## src/pkg/effecter_cmd_regs.vh

```
// register map, field codes, reset values and timing for the effecter commands
`ifndef EFFECTER_CMD_REGS_VH
`define EFFECTER_CMD_REGS_VH

// ==========================================================================
// register byte offsets
`define OFS_CMD 12'h000
`define OFS_HANDLE 12'h004
`define OFS_COUNT 12'h008
`define OFS_RESULT 12'h00C
`define OFS_CONFIG 12'h010
`define OFS_ENTRY_BASE 12'h020
`define OFS_RECORD_BASE 12'h040

// ==========================================================================
// field positions
`define CMD_SET_BIT 0
`define CMD_GET_BIT 1
`define CFG_MAXST_LSB 24

// ==========================================================================
// reserved handles and count limits
`define HANDLE_ZERO 16'h0000
`define HANDLE_ONES 16'hFFFF
`define COUNT_MIN 8'h01
`define COUNT_MAX 8'h08

// ==========================================================================
// result codes
`define RC_SUCCESS 8'h00
`define RC_BAD_DATA 8'h02
`define RC_BAD_HANDLE 8'h80
`define RC_BAD_STATE 8'h81
`define RC_ILLEGAL_COND 8'h82

// ==========================================================================
// change request and condition codes
`define CHG_LEAVE 8'h00
`define CHG_APPLY 8'h01
`define OPC_EN_UPD 8'h00
`define OPC_EN_NOUPD 8'h01
`define OPC_DISABLED 8'h02
`define STATE_UNKNOWN 8'h00

// ==========================================================================
// reset values
`define RST_HANDLE 16'h0001
`define RST_ENTRIES 8'h08
`define RST_MAXST 8'h04

// ==========================================================================
// settle time of an effecter after a state change
`define SETTLE_NS 100
`define CLK_NS 10
`define SETTLE_CYC ((`SETTLE_NS + `CLK_NS - 1) / `CLK_NS)

`endif

```

## src/effecter_cmd.v

```verilog
// state-effecter set/read command handler with an apb register port
//
// The implementer's own choices: the APB interface to the registers and the placing of the registers.
`timescale 1ns/1ps
`default_nettype none
`include "effecter_cmd_regs.vh"

module effecter_cmd #(
  parameter ENTRIES = 8,
  parameter SETTLE = `SETTLE_CYC
) (
  input wire CLK, // 100 MHz clock
  input wire RST_N, // synchronous reset, active low
  input wire PSEL, // apb select
  input wire PENABLE, // apb access phase
  input wire PWRITE, // apb direction
  input wire [11:0] PADDR, // apb byte address
  input wire [31:0] PWDATA, // apb write data
  output reg [31:0] PRDATA, // apb read data
  output reg PREADY, // apb ready
  output reg PSLVERR, // apb error for unmapped address
  output reg [8*ENTRIES-1:0] EFFECTER_STATE // present state per entry
);

  // ========================================================================
  // configuration and request registers
  reg [15:0] handle_q; // request handle
  reg [7:0] count_q; // request entry count
  reg [7:0] result_q; // last result code
  reg [7:0] rcount_q; // count returned by read
  reg [15:0] cfg_handle_q; // implemented handle
  reg [7:0] cfg_entries_q; // implemented entries
  reg [7:0] cfg_maxst_q; // highest legal state code
  reg [7:0] chg_q [0:ENTRIES-1];
  reg [7:0] tgt_q [0:ENTRIES-1];
  reg [7:0] opc_q [0:ENTRIES-1];
  reg [7:0] prog_q [0:ENTRIES-1];
  reg [7:0] cur_q [0:ENTRIES-1];
  reg [15:0] tmr_q [0:ENTRIES-1];

  // ========================================================================
  // bus decode
  wire acc = PSEL & PENABLE;
  wire wr_now = acc & PREADY & PWRITE; // write lands with the handshake
  wire [2:0] idx = PADDR[4:2];
  // page bits widened to the 12-bit offset and index to 32 bits so no bits are dropped
  wire in_entry = ({5'h00, PADDR[11:5]} == (`OFS_ENTRY_BASE >> 5)) &&
                  ({29'h0, idx} < ENTRIES);
  wire in_record = ({5'h00, PADDR[11:5]} == (`OFS_RECORD_BASE >> 5)) &&
                   ({29'h0, idx} < ENTRIES);
  wire hit = (PADDR == `OFS_CMD) || (PADDR == `OFS_HANDLE) ||
             (PADDR == `OFS_COUNT) || (PADDR == `OFS_RESULT) ||
             (PADDR == `OFS_CONFIG) || in_entry || in_record;
  wire go_set = wr_now && (PADDR == `OFS_CMD) && PWDATA[`CMD_SET_BIT];
  wire go_get = wr_now && (PADDR == `OFS_CMD) && PWDATA[`CMD_GET_BIT];

  // ========================================================================
  // request checks, all done before anything is applied
  reg handle_bad;
  reg count_bad;
  reg cond_bad;
  reg state_bad;
  reg [7:0] set_rc;
  reg [7:0] get_rc;
  integer k;
  always @* begin
    handle_bad = (handle_q == `HANDLE_ZERO) || (handle_q == `HANDLE_ONES) ||
                 (handle_q != cfg_handle_q);
    count_bad = (count_q < `COUNT_MIN) || (count_q > `COUNT_MAX) ||
                (count_q > cfg_entries_q);
    cond_bad = 1'b0;
    state_bad = 1'b0;
    for (k = 0; k < ENTRIES; k = k + 1) begin
      if (k < count_q) begin
        if ((chg_q[k] != `CHG_LEAVE) && (chg_q[k] != `CHG_APPLY)) begin
          cond_bad = 1'b1;
        end
        if ((chg_q[k] == `CHG_APPLY) &&
            ((tgt_q[k] == `STATE_UNKNOWN) || (tgt_q[k] > cfg_maxst_q))) begin
          state_bad = 1'b1;
        end
      end
    end
    if (handle_bad) begin
      set_rc = `RC_BAD_HANDLE;
    end else if (count_bad) begin
      set_rc = `RC_BAD_DATA;
    end else if (cond_bad) begin
      set_rc = `RC_ILLEGAL_COND;
    end else if (state_bad) begin
      set_rc = `RC_BAD_STATE;
    end else begin
      set_rc = `RC_SUCCESS;
    end
    // read knows only the bad handle code
    get_rc = handle_bad ? `RC_BAD_HANDLE : `RC_SUCCESS;
  end

  // a single flag gates every entry update
  wire set_ok = go_set && (set_rc == `RC_SUCCESS);

  // ========================================================================
  // per-entry request, condition and state
  genvar g;
  generate
    for (g = 0; g < ENTRIES; g = g + 1) begin : ent
      wire en_cond = (opc_q[g] == `OPC_EN_UPD) ||
                     (opc_q[g] == `OPC_EN_NOUPD);
      wire wr_ent = wr_now && in_entry && (idx == g);
      wire wr_rec = wr_now && in_record && (idx == g);
      wire take = set_ok && (g < count_q) && (chg_q[g] == `CHG_APPLY) &&
                  en_cond;
      always @(posedge CLK) begin
        if (!RST_N) begin
          chg_q[g] <= `CHG_LEAVE;
          tgt_q[g] <= `STATE_UNKNOWN;
          opc_q[g] <= `OPC_EN_NOUPD;
          prog_q[g] <= `STATE_UNKNOWN;
          cur_q[g] <= `STATE_UNKNOWN;
          tmr_q[g] <= 16'h0000;
          EFFECTER_STATE[8*g+7:8*g] <= `STATE_UNKNOWN;
        end else begin
          // entry is change request plus target byte
          if (wr_ent) begin
            chg_q[g] <= PWDATA[7:0];
            tgt_q[g] <= PWDATA[15:8];
          end
          if (take) begin
            prog_q[g] <= tgt_q[g];
            opc_q[g] <= `OPC_EN_UPD;
            tmr_q[g] <= SETTLE[15:0];
          end else if (wr_rec) begin
            // condition set by software; disabling freezes state
            opc_q[g] <= PWDATA[7:0];
            tmr_q[g] <= 16'h0000;
          end else if (tmr_q[g] != 16'h0000) begin
            tmr_q[g] <= tmr_q[g] - 16'h0001;
            // a disabled effecter never reaches a new state
            if ((tmr_q[g] == 16'h0001) && (opc_q[g] == `OPC_EN_UPD)) begin
              cur_q[g] <= prog_q[g];
              EFFECTER_STATE[8*g+7:8*g] <= prog_q[g];
              opc_q[g] <= `OPC_EN_NOUPD;
            end
          end
        end
      end
    end
  endgenerate

  // ========================================================================
  // control registers and results
  always @(posedge CLK) begin
    if (!RST_N) begin
      handle_q <= `HANDLE_ZERO;
      count_q <= 8'h00;
      result_q <= `RC_SUCCESS;
      rcount_q <= 8'h00;
      cfg_handle_q <= `RST_HANDLE;
      cfg_entries_q <= `RST_ENTRIES;
      cfg_maxst_q <= `RST_MAXST;
    end else begin
      if (wr_now && (PADDR == `OFS_HANDLE)) begin
        handle_q <= PWDATA[15:0];
      end
      // count written by software before the set
      if (wr_now && (PADDR == `OFS_COUNT)) begin
        count_q <= PWDATA[7:0];
      end
      if (wr_now && (PADDR == `OFS_CONFIG)) begin
        cfg_handle_q <= PWDATA[15:0];
        cfg_entries_q <= PWDATA[23:16];
        cfg_maxst_q <= PWDATA[31:24];
      end
      // set wins over read when both bits are written together
      if (go_set) begin
        result_q <= set_rc;
      end else if (go_get) begin
        result_q <= get_rc;
        rcount_q <= handle_bad ? 8'h00 : cfg_entries_q;
      end
    end
  end

  // ========================================================================
  // read mux
  reg [31:0] rd;
  reg [7:0] r_opc;
  reg r_en;
  always @* begin
    r_opc = opc_q[idx];
    r_en = (r_opc == `OPC_EN_UPD) || (r_opc == `OPC_EN_NOUPD);
    rd = 32'h0000_0000;
    if (PADDR == `OFS_HANDLE) begin
      rd = {16'h0000, handle_q};
    end else if (PADDR == `OFS_COUNT) begin
      rd = {24'h00_0000, count_q};
    end else if (PADDR == `OFS_RESULT) begin
      rd = {16'h0000, rcount_q, result_q};
    end else if (PADDR == `OFS_CONFIG) begin
      rd = {cfg_maxst_q, cfg_entries_q, cfg_handle_q};
    end else if (in_entry) begin
      rd = {16'h0000, tgt_q[idx], chg_q[idx]};
    end else if (in_record) begin
      // condition and present state per record
      // states hidden unless an enabled condition
      rd = {8'h00,
            r_en ? cur_q[idx] : `STATE_UNKNOWN,
            r_en ? ((r_opc == `OPC_EN_UPD) ? prog_q[idx] : cur_q[idx])
                 : `STATE_UNKNOWN,
            r_opc};
    end
  end

  // ========================================================================
  // apb answer, one wait state so every output is registered
  always @(posedge CLK) begin
    if (!RST_N) begin
      PREADY <= 1'b0;
      PRDATA <= 32'h0000_0000;
      PSLVERR <= 1'b0;
    end else if (acc && !PREADY) begin
      PREADY <= 1'b1;
      PRDATA <= PWRITE ? 32'h0000_0000 : rd;
      PSLVERR <= !hit;
    end else begin
      PREADY <= 1'b0;
      PSLVERR <= 1'b0;
    end
  end

endmodule
`default_nettype wire

```

## config.mk

```make
export PLATFORM = sky130hd
export DESIGN_NAME = effecter_cmd
export DESIGN_NICKNAME = d
export VERILOG_FILES = /design/src/effecter_cmd.v
export VERILOG_INCLUDE_DIRS = /design/src /design/src/pkg
export SDC_FILE = /design/constraint.sdc
export NUM_CORES = 1
export LEC_CHECK = 0
export ABC_CLOCK_PERIOD_IN_PS = 8100
export BUFFER_PORTS_ARGS = -buffer_cell sky130_fd_sc_hd__buf_2
export CAP_MARGIN = 20
export CORE_AREA = 2 2 259 312
export CTS_CLUSTER_DIAMETER = 120
export DETAILED_ROUTE_END_ITERATION = 6
export DIE_AREA = 0 0 261 314
export HOLD_SLACK_MARGIN = 0.12
export PLACE_DENSITY_LB_ADDON = 0.05
export SETUP_SLACK_MARGIN = 0.15
export SLEW_MARGIN = 5
export SYNTH_ARGS = -nofsm -noshare
export SYNTH_HDL_FRONTEND = slang
export SYNTH_SLANG_ARGS = --single-unit
```

## constraint.sdc

```tcl
create_clock -name CLK -period 8.1 [get_ports CLK]
set_input_delay 0.405 -clock CLK [delete_from_list [all_inputs] [get_ports CLK]]
set_output_delay 0.405 -clock CLK [all_outputs]
set_load 0.02 [all_outputs]
```

After elaboration in Yosys (flattened, before gate mapping)
Memories as Yosys holds them, arrays and structs flattened.
Cells that the tools add are included.
Operators by class
  bitwise gates (word level): 100
  equality and inequality tests: 48
  add/subtract/negate cells: 8
  reduce and logical (&&, ||, !) cells: 151
  $lt $le $gt $ge: 19
  multiplexer cells: 300
Operators by type and width (number)
  2-to-1 mux 8 bit: 67
  2-to-1 mux 16 bit: 24
  2-to-1 mux 1 bit: 202
  2-to-1 mux 32 bit: 5
  zero test 8 bit: 18
  == test 8 x 1 -> 1 bit (second input constant): 17
  == test 16 x 1 -> 1 bit (second input constant): 8
  nonzero test 16 bit: 8
  subtractor 16 x 1 -> 16 bit (second input constant): 8
  OR 1 bit: 80
  logical AND 1 bit: 74
  greater-than comparator 8 bit: 9
  != test 8 x 1 -> 1 bit (second input constant): 8
  nonzero test 8 bit: 8
  2-to-1 mux 24 bit: 2
  < comparator 3 x 8 -> 1 bit (first input constant): 4
  AND reduction 4 bit: 8
  logical OR 1 bit: 27
  == test 12 x 4 -> 1 bit (second input constant): 2
  NOT 1 bit: 17
  == test 16 bit (second input constant): 1
  zero test 16 bit: 1
  < comparator 1 x 8 -> 1 bit (first input constant): 2
  < comparator 2 x 8 -> 1 bit (first input constant): 2
  other kinds (16): 24
Word-level totals
  output and inout port bits: 98
  logic and storage cells: 650
  bits in writable memories: 448
  bits in registers: 170
  input port bits: 49
  memories: 6
Memories
  tmr_q: words 8, bits a word 16, rd ports 8, clocked after memory_dff 0, wr ports 8, line effecter_cmd.v:39  | reg [15:0] tmr_q [0:ENTRIES-1];
  chg_q: words 8, bits a word 8, rd ports 9, clocked after memory_dff 0, wr ports 8, line effecter_cmd.v:34  | reg [7:0] chg_q [0:ENTRIES-1];
  cur_q: words 8, bits a word 8, rd ports 1, clocked after memory_dff 0, wr ports 8, line effecter_cmd.v:38  | reg [7:0] cur_q [0:ENTRIES-1];
  opc_q: words 8, bits a word 8, rd ports 9, clocked after memory_dff 0, wr ports 8, line effecter_cmd.v:36  | reg [7:0] opc_q [0:ENTRIES-1];
  prog_q: words 8, bits a word 8, rd ports 9, clocked after memory_dff 0, wr ports 8, line effecter_cmd.v:37  | reg [7:0] prog_q [0:ENTRIES-1];
  tgt_q: words 8, bits a word 8, rd ports 9, clocked after memory_dff 0, wr ports 8, line effecter_cmd.v:35  | reg [7:0] tgt_q [0:ENTRIES-1];

Logic depth before layout (Yosys ltp)
Gate-level depths: netlist of run 1.
An unclocked memory read counts as a cell.
  depth in word-level cells: 35
  depth in mapped cells: 13
  gate-level depth less buffers: 11

Worst setup path after synthesis of run 1
OpenSTA, ideal clock, no wires.
  path kind: register -> register
  start: mem chg_q[3][3]
  end: mem tmr_q[6][0], in the netlist tmr_q[1][32] (enable)
  path slack: 4.645 ns
  data required time: 7.724 ns
  clock period less this slack: 3.455 ns
  arrival: 3.079 ns
  cell stages (with the launch flop): 8
  setup time: 0.376 ns
  path buffers: 1
  cell sequence: edfxtp_1 -> or4_1 -> or4_4 -> o31ai_4 -> or3b_1 -> o31ai_2 -> buf_2 -> nand3b_1
RTL lines (line)
  start, declared: effecter_cmd.v:34
  end, declared: effecter_cmd.v:39

==> results of run 1 <==
## registers in the layout, indices dropped and copies added, names as in the netlist
signal,count
cfg_handle_q,16
count_q,8
rcount_q,8
EFFECTER_STATE,64
cfg_entries_q,8
PSLVERR,1
PRDATA,32
chg_q,64
opc_q,64
cur_q,64
PREADY,1
result_q,3
handle_q,16
tmr_q,128
cfg_maxst_q,8
prog_q,64
tgt_q,64
## layer usage
metal  GRT usage  wire (µm)  share of wire
met1       0.361      46900           0.41
met2       0.473      56200           0.49
met3      0.0411       7220          0.062
met4       0.121       5390          0.047
met5           0          0              0
## layout make-up
type,instances,share of cell area
Timing Repair Buffer,215,0.0370
Clock buffer,98,0.0577
Antenna cell,2,0.000140
Inverter,94,0.00994
Multi-Input combinational cell,2018,0.382
Tap cell,1035,0.0362
Clock inverter,28,0.00882
Sequential cell,613,0.469
## cell usage in the layout, fill, tap and decap left out, drive strengths merged, types with 72 or more instances in the layout
master    n
inv      96
xnor2    76
a21oi   141
ha       89
nand3    72
nand2   289
and2    199
nor2    232
nor3    177
nor4     91
edfxtp  448
clkbuf  100
buf     197
dfxtp   165
## power by group through the flow
stage	combinational (mW)	clock, mW	sequential (mW)
after floorplan	1.33	0	4.07
final	1.75	3.30	4.11
after detailed placement	1.74	0	4.17
after CTS	1.76	3.36	4.11
after global placement	1.70	0	4.16
after global routing	1.96	3.49	4.16
## repair_timing
item	CTS	global route
endpoints found under the hold margin	16	0
resized for setup	0	0
hold buffers	16	0
## how the worst min path moves through the flow
| stage | to | cells after the start | slack [ns] |
|---|---|---|---|
| finish | cfg_handle_q[12] | 3 | 0.24 |
| global placement | result_q[0] | 2 | 0.44 |
| CTS | cfg_handle_q[12] | 3 | 0.21 |
| floorplan | result_q[0] | 2 | 0.43 |
| detailed placement | EFFECTER_STATE[43] | 2 | 0.45 |
| global route | cfg_handle_q[8] | 3 | 0.22 |
## logic make-up after synthesis
| kind of cell | share of synthesized area |
|---|---|
| AND/OR/NAND/NOR | 0.211 |
| adder cells (fa/ha/maj) | 0.0355 |
| flip-flops | 0.535 |
| buffers and inverters | 0.0312 |
| AO/OA/AOI/OAI | 0.0950 |
| multiplexers | 0.0579 |
| XOR/XNOR | 0.0344 |
## tightest hold or removal path, stage by stage
cell     delay [ns]
buf_2          0.24
nand2_1        0.10
a21oi_1        0.06
## metrics by stage
stage / area, µm² / instances
2_1_floorplan: 31300 / 2880
3_3_place_gp: 33100 / 3948
3_5_place_dp: 33200 / 3953
4_1_cts: 35700 / 4095
5_1_grt: 35800 / 4101
6_report: 35800 / 4103
==> metrics.txt, run 1 <==
# TYPE chip_impl_metric gauge
chip_impl_metric{name="pwr-share-comb",unit=""} 0.191
chip_impl_metric{name="post-layout-total-power",unit="mW"} 9.17
chip_impl_info{name="netlist_top_cells_count",value="448 x edfxtp_1, 289 x nand2_1, 232 x nor2_1, 198 x and2_1, 174 x nor3_1"} 1
chip_impl_info{name="timing.critical_path.slowest_stage_cell",value="nor3_1"} 1
chip_impl_metric{name="core-area",unit="µm²"} 78900
chip_impl_metric{name="grt-ovfl-total",unit=""} 0
chip_impl_info{name="crit_path_cell_trace",value="inv_1, ha_1, nor2b_1, o211ai_1, a21oi_1, o41ai_1, nand4_1, nor3_1, buf_4, and3_1, or3_1"} 1
chip_impl_metric{name="utilization",unit=""} 0.453
chip_impl_metric{name="static-leakage-power",unit="nW"} 13.2
chip_impl_metric{name="cpPeakStageDelay",unit="ns"} 0.69
chip_impl_metric{name="cell_internal_pwr",unit="mW"} 6.49
chip_impl_info{name="setup_repair_after_global_routing_missed_its_margin",value="no"} 1
chip_impl_metric{name="layout-drive-gt1-share",unit=""} 0.140
chip_impl_metric{name="count_of_final_setup_violators",unit=""} 0
chip_impl_metric{name="synth-edff-count",unit=""} 448
chip_impl_metric{name="globalplace.congestion",unit=""} 0.975
chip_impl_metric{name="yosys_warnings",unit=""} 0
chip_impl_metric{name="multi_input_area",unit="µm²"} 13600
chip_impl_metric{name="final-max-slew-violation-count",unit=""} 0
chip_impl_metric{name="floorplan.initialDensity",unit=""} 0.397
chip_impl_metric{name="cts.sink_count",unit=""} 613
chip_impl_metric{name="power.share.sequential",unit=""} 0.448
chip_impl_metric{name="synth_top_area_share",unit=""} 0.429
chip_impl_metric{name="syn_to_final_growth",unit="%"} 14.1
chip_impl_metric{name="drt_iter0_markers",unit=""} 2439
chip_impl_metric{name="first_pass_iteration_count_of_the_detailed_router",unit=""} 5
chip_impl_metric{name="worst-endpoint-required",unit="ns"} 8.34
chip_impl_info{name="yosys.area.top_type",value="edfxtp_1"} 1
chip_impl_metric{name="critical_path_cell_count",unit=""} 11
chip_impl_metric{name="grt_first_pass_wirelength",unit="mm"} 168
chip_impl_metric{name="yosysUniqueCellTypes",unit=""} 81
chip_impl_metric{name="pin_count_of_the_biggest_net_entering_global_routing",unit=""} 68
chip_impl_metric{name="die_area",unit="µm²"} 82000
chip_impl_metric{name="dpl_worst_slack",unit="ns"} 3.17
chip_impl_metric{name="net-switching-power",unit="mW"} 2.69
chip_impl_metric{name="hold_slack",unit="ns"} 0.243
chip_impl_metric{name="syn_inst",unit=""} 2880
chip_impl_metric{name="cts_buffers",unit=""} 71
chip_impl_metric{name="power_switching_share",unit=""} 0.293
chip_impl_info{name="startpoint_of_the_most_critical_hold_path",value="PWDATA[12]"} 1
chip_impl_metric{name="clock_power_share",unit=""} 0.360
chip_impl_info{name="crit-reg2reg-launch",value="cfg_maxst_q[1]"} 1
chip_impl_metric{name="cts_buffer_depth",unit=""} 3
chip_impl_metric{name="syn_nets",unit=""} 3018
chip_impl_metric{name="post_drt_wl_per_cell",unit="µm"} 28.2
chip_impl_metric{name="design.final.nets",unit=""} 3151
chip_impl_metric{name="transition_time_at_the_pin_with_the_least_slew_margin",unit="ns"} 1.25
chip_impl_metric{name="drt.antenna.violating_nets",unit=""} 0
chip_impl_metric{name="ff_latch_area",unit="µm²"} 16800
chip_impl_metric{name="reg2reg_setup_slack",unit="ns"} 3.09
chip_impl_metric{name="row_count",unit=""} 113
chip_impl_metric{name="max_cap_viol_count",unit=""} 0
chip_impl_metric{name="htreeDepth",unit=""} 3
chip_impl_metric{name="grt_pass1_vias",unit=""} 24100
chip_impl_metric{name="vdd_drop_max",unit="V"} 0.000162
chip_impl_metric{name="cts.clk_slew.worst_paths",unit="ns"} 0.06
chip_impl_metric{name="synth-seq-area-share",unit=""} 0.535
chip_impl_info{name="tritoncts",value="yes"} 1
chip_impl_metric{name="ys_ff_latch",unit=""} 613
chip_impl_metric{name="mappedNetlistArea",unit="µm²"} 31300
chip_impl_metric{name="layout_min_cycle_time",unit="ns"} 5.01
chip_impl_metric{name="r2r.worst_path.cells",unit=""} 11
chip_impl_info{name="setup.worst_path.end_class",value="register"} 1
chip_impl_info{name="yosys_most_used_dff",value="edfxtp_1"} 1
chip_impl_info{name="critical_r2r_capture",value="tmr_q[1][12]"} 1
chip_impl_metric{name="track_usage",unit=""} 0.281
chip_impl_metric{name="drt-vias-per-instance",unit=""} 5.98
chip_impl_metric{name="relSlewSlack",unit=""} 0.170
chip_impl_metric{name="worst_ep_arrival_time",unit="ns"} 5.25
chip_impl_metric{name="dpl.hpwl",unit="mm"} 86.2
chip_impl_info{name="clock_tree_root_buffer_cell",value="clkbuf_16"} 1
chip_impl_info{name="synth_area_leaders",value="edfxtp_1 43%, dfxtp_1 11%, mux4_2 5.0%, and2_1 4.0%, ha_1 3.6%"} 1
chip_impl_info{name="criticalPathCategory",value="reg2reg"} 1
chip_impl_metric{name="clock_skew",unit="ns"} 0.0328
chip_impl_info{name="endpoint",value="tmr_q[1][12]"} 1
chip_impl_metric{name="max_freq",unit="MHz"} 200
chip_impl_metric{name="die-width",unit="µm"} 261
chip_impl_metric{name="io_pins",unit=""} 147
chip_impl_metric{name="ys_async_sr_fraction",unit=""} 0
chip_impl_info{name="setup.worst_path.start_class",value="register"} 1
chip_impl_metric{name="final.setup.worst_slack",unit="ns"} 3.09
chip_impl_metric{name="post_synth.cell_area_avg",unit="µm²"} 10.9
chip_impl_metric{name="num_vias",unit=""} 24500
chip_impl_metric{name="post-route-drc-count",unit=""} 0
chip_impl_metric{name="finalCritPeriodShare",unit=""} 0.618
chip_impl_info{name="timing.critical_path.max_delay_family",value="simple AND/OR/NAND/NOR gates"} 1
chip_impl_info{name="timing.hold.worst.class",value="in2reg"} 1
chip_impl_metric{name="chipHeight",unit="µm"} 314
chip_impl_metric{name="cts.repair_timing.setup_buffer_count",unit=""} 0
chip_impl_metric{name="hold_viol",unit=""} 0
chip_impl_metric{name="crit_fanout",unit=""} 17
chip_impl_metric{name="setup-tns-final",unit="ns"} 0
chip_impl_metric{name="worst-path-buf-inv",unit=""} 2
chip_impl_metric{name="io_buffers",unit=""} 146
chip_impl_info{name="post-synth-top-count-cell",value="edfxtp_1"} 1
chip_impl_metric{name="worstSkewPairLatency",unit="ns"} 0.64
chip_impl_metric{name="routed_wire_length",unit="mm"} 116
chip_impl_metric{name="antenna_violations_before_repair",unit=""} 1
chip_impl_metric{name="power_density_over_the_cells",unit="nW/µm²"} 257
chip_impl_info{name="status",value="finished, final reports clean"} 1
chip_impl_metric{name="filler_cell_count",unit=""} 7303
chip_impl_info{name="critical_path.startpoint",value="cfg_maxst_q[1]"} 1
Note: power is estimated with default switching activity, not from simulation.
==> run 2, diff against run 1 <==
- ABC_CLOCK_PERIOD_IN_PS: 8100 -> 4680
- clock period: 8.1 -> 4.68 ns (I/O delays scaled with it)
==> metrics.txt, run 2 (same netlist as run 1, synthesis figures left out) <==
# TYPE chip_impl_metric gauge
chip_impl_info{name="status",value="finished, final reports clean"} 1
chip_impl_metric{name="track_usage",unit=""} 0.284
chip_impl_metric{name="floorplan.initialDensity",unit=""} 0.397
chip_impl_info{name="timing.critical_path.slowest_stage_cell",value="or4b_1"} 1
chip_impl_metric{name="hold_slack",unit="ns"} 0.148
chip_impl_metric{name="io_buffers",unit=""} 146
chip_impl_info{name="tritoncts",value="yes"} 1
chip_impl_metric{name="syn_to_final_growth",unit="%"} 15.3
chip_impl_metric{name="layout-drive-gt1-share",unit=""} 0.152
chip_impl_metric{name="setup-tns-final",unit="ns"} 0
chip_impl_info{name="timing.hold.worst.class",value="in2reg"} 1
chip_impl_metric{name="final-max-slew-violation-count",unit=""} 0
chip_impl_metric{name="antenna_violations_before_repair",unit=""} 7
chip_impl_info{name="critical_path.startpoint",value="cfg_maxst_q[3]"} 1
chip_impl_metric{name="filler_cell_count",unit=""} 7406
chip_impl_info{name="setup.worst_path.end_class",value="register"} 1
chip_impl_metric{name="static-leakage-power",unit="nW"} 13.4
chip_impl_info{name="layout_common_cells",value="448 x edfxtp_1, 289 x nand2_1, 231 x nor2_1"} 1
chip_impl_metric{name="count_of_final_setup_violators",unit=""} 0
chip_impl_metric{name="crit_fanout",unit=""} 9
chip_impl_info{name="timing.critical_path.max_delay_family",value="compound AO/OA/AOI/OAI gates"} 1
chip_impl_metric{name="vdd_drop_max",unit="V"} 0.000358
chip_impl_metric{name="hold_viol",unit=""} 0
chip_impl_metric{name="htreeDepth",unit=""} 3
chip_impl_metric{name="worst-endpoint-required",unit="ns"} 5.06
chip_impl_metric{name="cts.sink_count",unit=""} 613
chip_impl_info{name="setup_repair_after_global_routing_missed_its_margin",value="no"} 1
chip_impl_metric{name="die-width",unit="µm"} 261
chip_impl_info{name="layout_commonest_cell",value="edfxtp_1"} 1
chip_impl_metric{name="pin_count_of_the_biggest_net_entering_global_routing",unit=""} 56
chip_impl_metric{name="core-area",unit="µm²"} 78900
chip_impl_metric{name="power_density_over_the_cells",unit="nW/µm²"} 434
chip_impl_metric{name="cts.clk_slew.worst_paths",unit="ns"} 0.06
chip_impl_metric{name="grt_first_pass_wirelength",unit="mm"} 169
chip_impl_metric{name="cts.repair_timing.setup_buffer_count",unit=""} 0
chip_impl_metric{name="dpl.hpwl",unit="mm"} 87.4
chip_impl_metric{name="drt_iter0_markers",unit=""} 2387
chip_impl_metric{name="die_area",unit="µm²"} 82000
chip_impl_metric{name="chipHeight",unit="µm"} 314
chip_impl_metric{name="final.setup.worst_slack",unit="ns"} 0.464
chip_impl_metric{name="relSlewSlack",unit=""} 0.372
chip_impl_metric{name="grt-ovfl-total",unit=""} 0
chip_impl_metric{name="transition_time_at_the_pin_with_the_least_slew_margin",unit="ns"} 0.939
chip_impl_metric{name="row_count",unit=""} 113
chip_impl_metric{name="drt.antenna.violating_nets",unit=""} 0
chip_impl_info{name="clock_tree_root_buffer_cell",value="clkbuf_16"} 1
chip_impl_info{name="startpoint_of_the_most_critical_hold_path",value="PWDATA[4]"} 1
chip_impl_metric{name="largest_reg_flops",unit=""} 128
chip_impl_metric{name="routed_wire_length",unit="mm"} 117
chip_impl_metric{name="r2r.worst_path.cells",unit=""} 9
chip_impl_metric{name="drt-vias-per-instance",unit=""} 5.92
chip_impl_metric{name="globalplace.congestion",unit=""} 0.967
chip_impl_info{name="criticalPathCategory",value="reg2reg"} 1
chip_impl_metric{name="max_freq",unit="MHz"} 237
chip_impl_metric{name="critical_path_cell_count",unit=""} 9
chip_impl_metric{name="finalCritPeriodShare",unit=""} 0.901
chip_impl_metric{name="cpPeakStageDelay",unit="ns"} 0.83
chip_impl_info{name="setup.worst_path.start_class",value="register"} 1
chip_impl_metric{name="worst-path-buf-inv",unit=""} 1
chip_impl_metric{name="worstSkewPairLatency",unit="ns"} 0.64
chip_impl_info{name="crit-reg2reg-launch",value="cfg_maxst_q[3]"} 1
chip_impl_metric{name="stdcell_area",unit="µm²"} 36100
chip_impl_metric{name="worst_ep_arrival_time",unit="ns"} 4.59
chip_impl_metric{name="post_drt_wl_per_cell",unit="µm"} 28.1
chip_impl_metric{name="placedInstanceArea",unit="µm²"} 33600
chip_impl_metric{name="grt_pass1_vias",unit=""} 24300
chip_impl_metric{name="post-route-drc-count",unit=""} 0
chip_impl_metric{name="num_vias",unit=""} 24700
chip_impl_metric{name="whs_path_depth",unit=""} 3
chip_impl_metric{name="clock_skew",unit="ns"} 0.0298
chip_impl_metric{name="post-layout-total-power",unit="mW"} 15.7
chip_impl_metric{name="first_pass_iteration_count_of_the_detailed_router",unit=""} 6
chip_impl_metric{name="max_cap_viol_count",unit=""} 0
chip_impl_info{name="crit_path_cell_trace",value="inv_1, ha_1, nand4_1, o21ai_0, a31oi_1, a21oi_1, nand3_1, or4b_1, o31a_1"} 1
chip_impl_metric{name="dpl_worst_slack",unit="ns"} 0.521
chip_impl_metric{name="cts_buffer_depth",unit=""} 3
chip_impl_metric{name="cts_buffers",unit=""} 70
chip_impl_metric{name="layout_min_cycle_time",unit="ns"} 4.22
chip_impl_metric{name="postCtsResizedCells",unit=""} 0
chip_impl_info{name="regMostFlops",value="tmr_q"} 1
chip_impl_metric{name="design.final.nets",unit=""} 3217
chip_impl_metric{name="io_pins",unit=""} 147
## run 2: cell count changes in the layout (fill, tap and decap cells not counted), moves of 3 or more
cell and delta:
clkbuf_8 -4, buf_6 -3, clkbuf_1 +5, bufinv_16 -3, clkinv_1 +3, buf_4 +62
dlygate4sd3_1 +12
## run 2: report_power, final
group	internal [mW]	switching [mW]	leakage, nW
combinational	1.26	1.82	6.25
clock	3.15	2.35	1.10
sequential	6.58	0.531	6.07
## run 2: path summary, 6_finish.rpt
kind	to	slack, ns
min reg2reg	PRDATA[5]	0.46
max	opc_q[0][0]	0.46
max reg2reg	opc_q[0][0]	0.46
min	cfg_handle_q[4]	0.15
## run 2: metrics by stage
step | utilization | cells
finish | 0.458 | 4171
global route | 0.458 | 4171
CTS | 0.458 | 4168
detailed placement | 0.426 | 4013
global placement | 0.425 | 4012
floorplan | - | 2880
## run 2: final cells by class
cell class / count / area (µm²) / share of cell area
Inverter: 94 / 355 / 0.00983
Sequential cell: 613 / 16800 / 0.464
Antenna cell: 1 / 2.50 / 0.0000693
Clock buffer: 97 / 1980 / 0.0547
Multi-Input combinational cell: 2018 / 13600 / 0.377
Clock inverter: 31 / 289 / 0.00800
Timing Repair Buffer: 282 / 1830 / 0.0506
Tap cell: 1035 / 1290 / 0.0358
## run 2: worst register-to-register path, cell delays in order (launching register included)
cell and delay (ns):
dfxtp_1 0.35, inv_1 0.33, ha_1 0.48, nand4_1 0.11, o21ai_0 0.47, a31oi_1 0.20
a21oi_1 0.56, nand3_1 0.42, or4b_1 0.83, o31a_1 0.20
## run 2: per-layer routing
layer  part of all wire  vias to the layer above  GRT usage  wire (µm)
met5           0.000077                        -          0          9
met4              0.046                        2      0.124       5430
met3              0.066                      247     0.0504       7670
met2               0.48                      993      0.478      56600
met1               0.40                    12300      0.357      47300
li1                   -                    11100          -          -
## run 2: repair_timing
item,CTS,global route
hold buffers,27,1
endpoints found under the hold margin,40,1
setup endpoints to repair,0,0
